==> config.mk <==
export PLATFORM = sky130hd
export DESIGN_NAME = quad_dac_dev_flat
export DESIGN_NICKNAME = d
export VERILOG_FILES = /design/src/verilog/quad_dac_pkg.sv /design/src/verilog/quad_dac_if.sv /design/src/verilog/quad_dac_dev.sv /design/src/flat_wrapper.sv
export VERILOG_INCLUDE_DIRS = /design/src /design/src/verilog
export SDC_FILE = /design/constraint.sdc
export NUM_CORES = 1
export LEC_CHECK = 0
export ABC_CLOCK_PERIOD_IN_PS = 11200
export BUFFER_PORTS_ARGS = -buffer_cell sky130_fd_sc_hd__buf_4
export CORE_MARGIN = 3
export CORE_UTILIZATION = 55
export DETAILED_ROUTE_END_ITERATION = 10
export GPL_ROUTABILITY_DRIVEN = 0
export GPL_TIMING_DRIVEN = 0
export PLACE_DENSITY = 0.78
export SLEW_MARGIN = 20
export SYNTH_ARGS = -nofsm -noshare
export SYNTH_HDL_FRONTEND = slang
export SYNTH_SLANG_ARGS = --single-unit
export TNS_END_PERCENT = 100
==> constraint.sdc <==
create_clock -name core_clk -period 11.2 [get_ports core_clk]
set_input_delay 1.12 -clock core_clk [delete_from_list [all_inputs] [get_ports core_clk]]
set_output_delay 1.12 -clock core_clk [all_outputs]
set_load 0.03 [all_outputs]
==> src/verilog/quad_dac_cfg.svh <==
// Constants for the quad converter serial update control: command word
// layout, power-down codes, host register map and link timing.
// Assumes inclusion by bare name from design files under verilog/.
`ifndef QUAD_DAC_CFG_SVH
`define QUAD_DAC_CFG_SVH

// Command word, 24 bits, first bit on the wire is bit 23
`define CMD_BITS        24
`define CMD_LAST_BIT    5'h17
`define ADDR_HI_POS     23
`define ADDR_LO_POS     22
`define LOAD_HI_POS     21
`define LOAD_LO_POS     20
`define UNUSED_POS      19
`define CH_SEL_HI_POS   18
`define CH_SEL_LO_POS   17
`define PD_FLAG_POS     16
`define PD_MODE_HI_POS  15
`define PD_MODE_LO_POS  14
`define DATA_HI_POS     15

// Power-down state kept beside each 16-bit code
`define PD_NORMAL       2'h0
`define PD_1K           2'h1
`define PD_100K         2'h2
`define PD_HIZ          2'h3
`define CODE_RST        16'h0000

// Host register map, one aligned word each
`define REG_CMD         8'h00
`define REG_CTRL        8'h04
`define REG_STAT        8'h08
`define CTRL_PORT_OFF   0
`define CTRL_ASYNC_LD   1
`define CTRL_RST        2'h0
`define STAT_BUSY       0
`define STAT_CNT_LO     16

// Link timing
`define CORE_PERIOD_NS  100
`define SCLK_PERIOD_NS  800
`define HALF_SCLK_CYC   ((`SCLK_PERIOD_NS) / (2 * (`CORE_PERIOD_NS)))

`endif

==> src/verilog/quad_dac_pkg.sv <==
// Types shared by both ends of the quad converter serial link.
// Assumes quad_dac_cfg.svh for the numeric constants.
package quad_dac_pkg;
   typedef logic [15:0] code_t;
   typedef logic [1:0]  pdMode_t;
   typedef struct packed {
      pdMode_t pd;
      code_t   code;
   } chanWord_t;
   typedef chanWord_t [3:0] chanBank_t;
endpackage
==> src/verilog/quad_dac_if.sv <==
// Three-wire serial link plus load and enable pins between host and
// converter. All pins are single-driver outputs of the host.
`timescale 1ns/1ps
interface quad_dac_if;
   logic serialClk;
   logic serialData;
   logic frameSelN;
   logic portDisable;
   logic asyncLoadStrobe;

   modport dev (
      input serialClk,
      input serialData,
      input frameSelN,
      input portDisable,
      input asyncLoadStrobe
   );
   modport host (
      output serialClk,
      output serialData,
      output frameSelN,
      output portDisable,
      output asyncLoadStrobe
   );
endinterface

==> src/verilog/quad_dac_dev.sv <==
// Device end: serial command receiver with double-buffered channels.
// Assumes link pins come from another clock domain and are slow
// against core_clk (serial clock period at least eight core cycles).
//
// Behaviour
// Upper load bit loads all outputs at 24th
// Frame loads happen on 24th falling clock
// Host keeps async load low if unused
// Async load rising edge copies all buffers
// Host fills buffers before async load
// Unchanged buffer keeps output unchanged on load
// Port disable high ignores serial activity
// Load bits 00 write buffer only
// Power-down 01 is 1k, 10 is 100k
// Power-down 11 gives high impedance
// Load bits 10 write then load all
// Load bits 01 write and load one channel
// Channel select 00..11 picks A..D
// First bit received is the MSB
// Host keeps frame low for three bytes
// Host idles clock low, data valid falling
// Respond only when address bits match
// Early frame rise discards the partial frame
// Reset clears all outputs to zero
// Normal data load leaves power-down
// Power-down command ignores low data bits
//
// Design decisions made here: the placing of the registers and the three-stage filter on the link pins.
`timescale 1ns/1ps
`include "quad_dac_cfg.svh"
module quad_dac_dev (
   // Clock and reset
   input  wire logic        core_clk,
   input  wire logic        rst,
   // Link from the host
   quad_dac_if.dev          link,
   // Address strap
   input  wire logic [1:0]  devAddr,
   // Channel state
   output quad_dac_pkg::chanBank_t chanOut,
   output quad_dac_pkg::chanBank_t chanBuf,
   // Frame events
   output logic             frameDone,
   output logic             frameAbort
);
   import quad_dac_pkg::*;

   localparam int Sck = 0;
   localparam int Din = 1;
   localparam int Fsn = 2;
   localparam int Dis = 3;
   localparam int Ald = 4;

   typedef struct packed {
      logic [4:0][2:0] syn;
      logic [4:0]      lvl;
      logic            active;
      logic [4:0]      cnt;
      logic [23:0]     sh;
      chanBank_t       buffer;
      chanBank_t       outReg;
      logic            done;
      logic            abort;
   } dev_t;

   dev_t state_r;
   dev_t state_nxt;

   logic [4:0]  pinIn;
   logic [4:0]  newLvl;
   logic        sclkFall;
   logic        syncFall;
   logic        syncRise;
   logic        loadRise;
   logic [23:0] word;
   logic [1:0]  sel;
   chanWord_t   entry;

   assign pinIn = {link.asyncLoadStrobe, link.portDisable,
                   link.frameSelN, link.serialData, link.serialClk};

   // Filtered levels: the third stage confirms the second
   always_comb begin
      newLvl = state_r.lvl;
      for (int i = 0; i < 5; i++) begin
         if (state_r.syn[i][1] == state_r.syn[i][2])
            newLvl[i] = state_r.syn[i][2];
      end
   end

   assign sclkFall = state_r.lvl[Sck] & ~newLvl[Sck];
   assign syncFall = state_r.lvl[Fsn] & ~newLvl[Fsn];
   assign syncRise = ~state_r.lvl[Fsn] & newLvl[Fsn];
   assign loadRise = ~state_r.lvl[Ald] & newLvl[Ald];

   // Bit on the wire is shifted in at the low end, so bit 23 is first
   assign word = {state_r.sh[22:0], newLvl[Din]};
   assign sel  = word[`CH_SEL_HI_POS:`CH_SEL_LO_POS];

   // Power-down entry keeps only the mode bits; 00 also means Hi-Z
   always_comb begin
      entry.pd   = `PD_NORMAL;
      entry.code = word[`DATA_HI_POS:0];
      if (word[`PD_FLAG_POS]) begin
         entry.code = `CODE_RST;
         entry.pd   = word[`PD_MODE_HI_POS:`PD_MODE_LO_POS];
         if (entry.pd == `PD_NORMAL)
            entry.pd = `PD_HIZ;
      end
   end

   always_comb begin
      state_nxt       = state_r;
      state_nxt.done  = 1'b0;
      state_nxt.abort = 1'b0;
      state_nxt.lvl   = newLvl;
      for (int i = 0; i < 5; i++) begin
         state_nxt.syn[i] = {state_r.syn[i][1:0], pinIn[i]};
      end

      if (newLvl[Dis]) begin
         // Shared port: frames seen while disabled are dropped whole
         state_nxt.active = 1'b0;
         state_nxt.cnt    = 5'h0;
         state_nxt.sh     = 24'h0;
      end else if (syncFall) begin
         state_nxt.active = 1'b1;
         state_nxt.cnt    = 5'h0;
         state_nxt.sh     = 24'h0;
      end else if (syncRise && state_r.active) begin
         state_nxt.active = 1'b0;
         state_nxt.cnt    = 5'h0;
         state_nxt.sh     = 24'h0;
         state_nxt.abort  = 1'b1;
      end else if (state_r.active && sclkFall) begin
         state_nxt.sh  = word;
         state_nxt.cnt = state_r.cnt + 5'h1;
         if (state_r.cnt == `CMD_LAST_BIT) begin
            // Further clocks in this frame are ignored
            state_nxt.active = 1'b0;
            state_nxt.done   = 1'b1;
            if (word[`ADDR_HI_POS:`ADDR_LO_POS] == devAddr) begin
               state_nxt.buffer[sel] = entry;
               if (word[`LOAD_HI_POS]) begin
                  state_nxt.outReg = state_nxt.buffer;
               end else if (word[`LOAD_LO_POS]) begin
                  state_nxt.outReg[sel] = entry;
               end
            end
         end
      end

      // After any frame write, so a same-cycle write is included
      if (loadRise)
         state_nxt.outReg = state_nxt.buffer;
   end

   always_ff @(posedge core_clk or posedge rst) begin
      if (rst) begin
         state_r     <= '0;
         // Idle levels: frame select high, every other pin low, so no
         // false load or clock edge follows reset
         state_r.syn      <= '0;
         state_r.syn[Fsn] <= 3'h7;
         state_r.lvl      <= 5'h04;
      end else begin
         state_r <= state_nxt;
      end
   end

   assign chanOut    = state_r.outReg;
   assign chanBuf    = state_r.buffer;
   assign frameDone  = state_r.done;
   assign frameAbort = state_r.abort;
endmodule

==> src/flat_wrapper.sv <==
// flat-port wrapper written by rule: the top's interface ports become plain ports
module quad_dac_dev_flat import quad_dac_pkg::*;
  (core_clk, rst, devAddr, chanOut, chanBuf, frameDone, frameAbort, link_serialClk, link_serialData, link_frameSelN, link_portDisable, link_asyncLoadStrobe);
  quad_dac_if link_i ();
  input  wire logic core_clk;
  input  wire logic rst;
  input  wire logic [1:0] devAddr;
  output quad_dac_pkg::chanBank_t chanOut;
  output quad_dac_pkg::chanBank_t chanBuf;
  output logic frameDone;
  output logic frameAbort;
  input wire logic [$bits(link_i.serialClk)-1:0] link_serialClk;
  input wire logic [$bits(link_i.serialData)-1:0] link_serialData;
  input wire logic [$bits(link_i.frameSelN)-1:0] link_frameSelN;
  input wire logic [$bits(link_i.portDisable)-1:0] link_portDisable;
  input wire logic [$bits(link_i.asyncLoadStrobe)-1:0] link_asyncLoadStrobe;
  assign link_i.serialClk = link_serialClk;
  assign link_i.serialData = link_serialData;
  assign link_i.frameSelN = link_frameSelN;
  assign link_i.portDisable = link_portDisable;
  assign link_i.asyncLoadStrobe = link_asyncLoadStrobe;
  quad_dac_dev u_core (.core_clk(core_clk), .rst(rst), .link(link_i), .devAddr(devAddr), .chanOut(chanOut), .chanBuf(chanBuf), .frameDone(frameDone), .frameAbort(frameAbort));
endmodule
==> flow_summary.yaml <==
logic_synthesis:
  ys_seq_area_frac: 0.517
  syn_avg_cell_area_um2: 9.45
  synth_area_leaders: "dfrtp_1 (51%), buf_4 (12%), nand2_1 (11%)"
  syn_nets: 1010
  ys_ff_latch: 195
  synth_top_cell_by_area: "dfrtp_1"
  synth-warning-count: 0
  synth_cells: 1000
  synth_cell_types: 34
  yosysTopAreaCellShare: 0.506
  synth_area_mm2: 0.00945
timing:
  post-route-period-util: 0.268
  min_period_ns: 3.00
  fmax_mhz: 333
  finalSetupTns_ns: 0
  hold_violations: 0
  finClkSkew_ns: 0.00762
  fin_ws_ns: 8.20
  worstMarginPinSlew_ns: 0.975
  setup_violations: 0
  slew-limit-headroom: 0.348
  drv_slew: 0
  rsz0062_at_grt: "no"
setup_path:
  arrival_ns: 3.35
  worstPathMaxFanout: 10
  start_kind: "primary input"
  critPathRequiredTime_ns: 11.55
  endpoint_kind: "flip-flop"
  path_class: "in2reg"
  regToRegSetupSlack_ns: 8.45
clock_network:
  cts_setup_buffers: 0
  cts_resized: 0
  cts-root-buf: "clkbuf_16"
  cts_buffers: 17
  postCtsHoldBufs: 0
  cts-htree-levels: 4
  cts_tree: "done"
  cts_buffer_depth: 2
  clk_pin_slew_ns: 0.07
  cts_num_sinks: 195
  clk_latency_ns: 0.44
finish:
  fillers: 1316
  final_core_util: 0.688
  drive_above_1_share: 0.312
  final_common_cell: "buf_4"
  area_delta_synth_final_pct: 21.6
  layout.nets: 1184
  multiInputGateArea_mm2: 0.00309
  final_cell_mix: "buf_4 (305), nand2_1 (271), dfrtp_1 (191)"
  seq_area_mm2: 0.00488
  design_area_mm2: 0.0115
  diodes: 0
power:
  p_leak_nw: 5.64
  p_per_area_mw_per_mm2: 162
  ir_drop_mv: 0.121
run_status:
  status: "finished, final reports clean"
routing:
  met3_wirelength_mm: 2.25
  wl_met1_mm: 10.5
  wl_per_cell_um: 18.1
  via_per_inst: 5.54
  vias: 7797
  top_layer_used: "met4"
  drc: 0
  routed_wl_mm: 25.4
  first_pass_iters: 5
  routed-wl-met2_mm: 12.0
  drt_iter0_markers: 924
  antenna_left: 0
global_route:
  antenna_found_initial: 0
  gr-total-overflow: 0
  grt_pass1_vias: 7352
  grt_pass1_wl_mm: 39.9
  grt_max_degree: 102
  groute.usage.overall: 0.278
placement:
  post-place-ws_ns: 7.76
  post_dp_cell_area_mm2: 0.0109
  portBuffers: 154
  dp_hpwl_mm: 17.8
floorplan:
  start_util: 0.566
  rows: 47
  dieArea_mm2: 0.0188
  io_pins: 155
  die_height_um: 137
  design.core.area_mm2: 0.0167
  die_width_um: 137
flow_run:
  drv_cap: 0
worst_hold_path:
  hold_class: "reg2reg"
-- cells by family (layout without fill, tap and decap cells) --
family,after synthesis,count (layout),share of synthesized area
adder cells (fa/ha/maj),4,4,0.00463
buffers and inverters,216,403,0.156
flip-flops,195,195,0.517
AND/OR/NAND/NOR,398,398,0.191
AO/OA/AOI/OAI,181,181,0.126
XOR/XNOR,6,6,0.00556
-- cell type report --
class / count / share of cell area
plain buffers: 210 / 0.126
clock buffers: 19 / 0.0385
clock inverters: 13 / 0.0118
inverters: 6 / 0.00261
multi-input cells: 589 / 0.269
flip-flops and latches: 195 / 0.425
well taps: 220 / 0.0239
repair buffers: 155 / 0.103
-- registers in the layout, indices dropped and copies added, names as in the netlist --
name               flops
u_core.frameDone       1
u_core.state_nxt      10
u_core.state_r        37
u_core.sel             2
u_core.frameAbort      1
u_core.chanOut        72
u_core.chanBuf        72
-- worst paths after layout --
kind	cells after the start	end	from
worst min-delay path	0	u_core.state_nxt[192]	u_core.state_nxt[191]
max in group asynchronous	3	u_core.chanOut[43]	rst
min in group asynchronous	2	u_core.chanOut[21]	rst
worst max-delay path	8	u_core.chanOut[35]	devAddr[1]
worst min register to register	0	u_core.state_nxt[192]	u_core.state_nxt[191]
worst max register to register	7	u_core.chanOut[70]	u_core.state_nxt[183]
-- power breakdown --
part / leakage [nW] / total, mW / switching [mW] / internal [mW]
Combinational: 2.86 / 0.443 / 0.241 / 0.202
Clock: 0.271 / 0.605 / 0.271 / 0.334
Sequential: 2.52 / 0.818 / 0.0467 / 0.772
-- stage by stage --
stage,hold WS (ns),instances,power [mW]
after floorplan,0.331,1000,1.13
after global placement,0.332,1374,1.27
after detailed placement,0.337,1375,1.28
after CTS,0.353,1407,1.87
after global routing,0.358,1407,1.93
final,0.350,1407,1.87
-- critical path, cell delays in order --
cell      delay, ns
buf_4          0.11
xor2_1         0.16
or4_1          0.54
buf_6          0.19
nor3_4         0.44
clkbuf_1       0.50
nor3_1         0.10
a31oi_1        0.18
-- synthesized netlist by cell type --
master     number
nand2_1       271
dfrtp_1       191
buf_4         151
a31oi_1        74
nor3_1         74
o211ai_1       72
clkbuf_1       38
a21oi_1        28
nor2b_1        18
buf_6          12
nor2_1         11
nor3_4          7
buf_2           6
inv_1           6
xor2_1          6
nand4_1         5
dfstp_2         4
or2_1           4
buf_1           3
o21ai_0         3
maj3_1          2
nor4_4          2
a211o_1         1
a211oi_1        1
a21boi_0        1
and4b_1         1
ha_1            1
maj3_2          1
nand4b_1        1
nand4bb_1       1
nor4b_1         1
o21a_1          1
or3_1           1
or4_1           1
-- per-layer routing --
| layer | vias up | track usage |
|---|---|---|
| met1 | 3759 | 0.399 |
| met2 | 357 | 0.431 |
| met4 | 0 | 0.0970 |
| li1 | 3634 | - |
| met3 | 47 | 0.0493 |
| met5 | - | 0 |
Power figures use the tool's default switching activity.
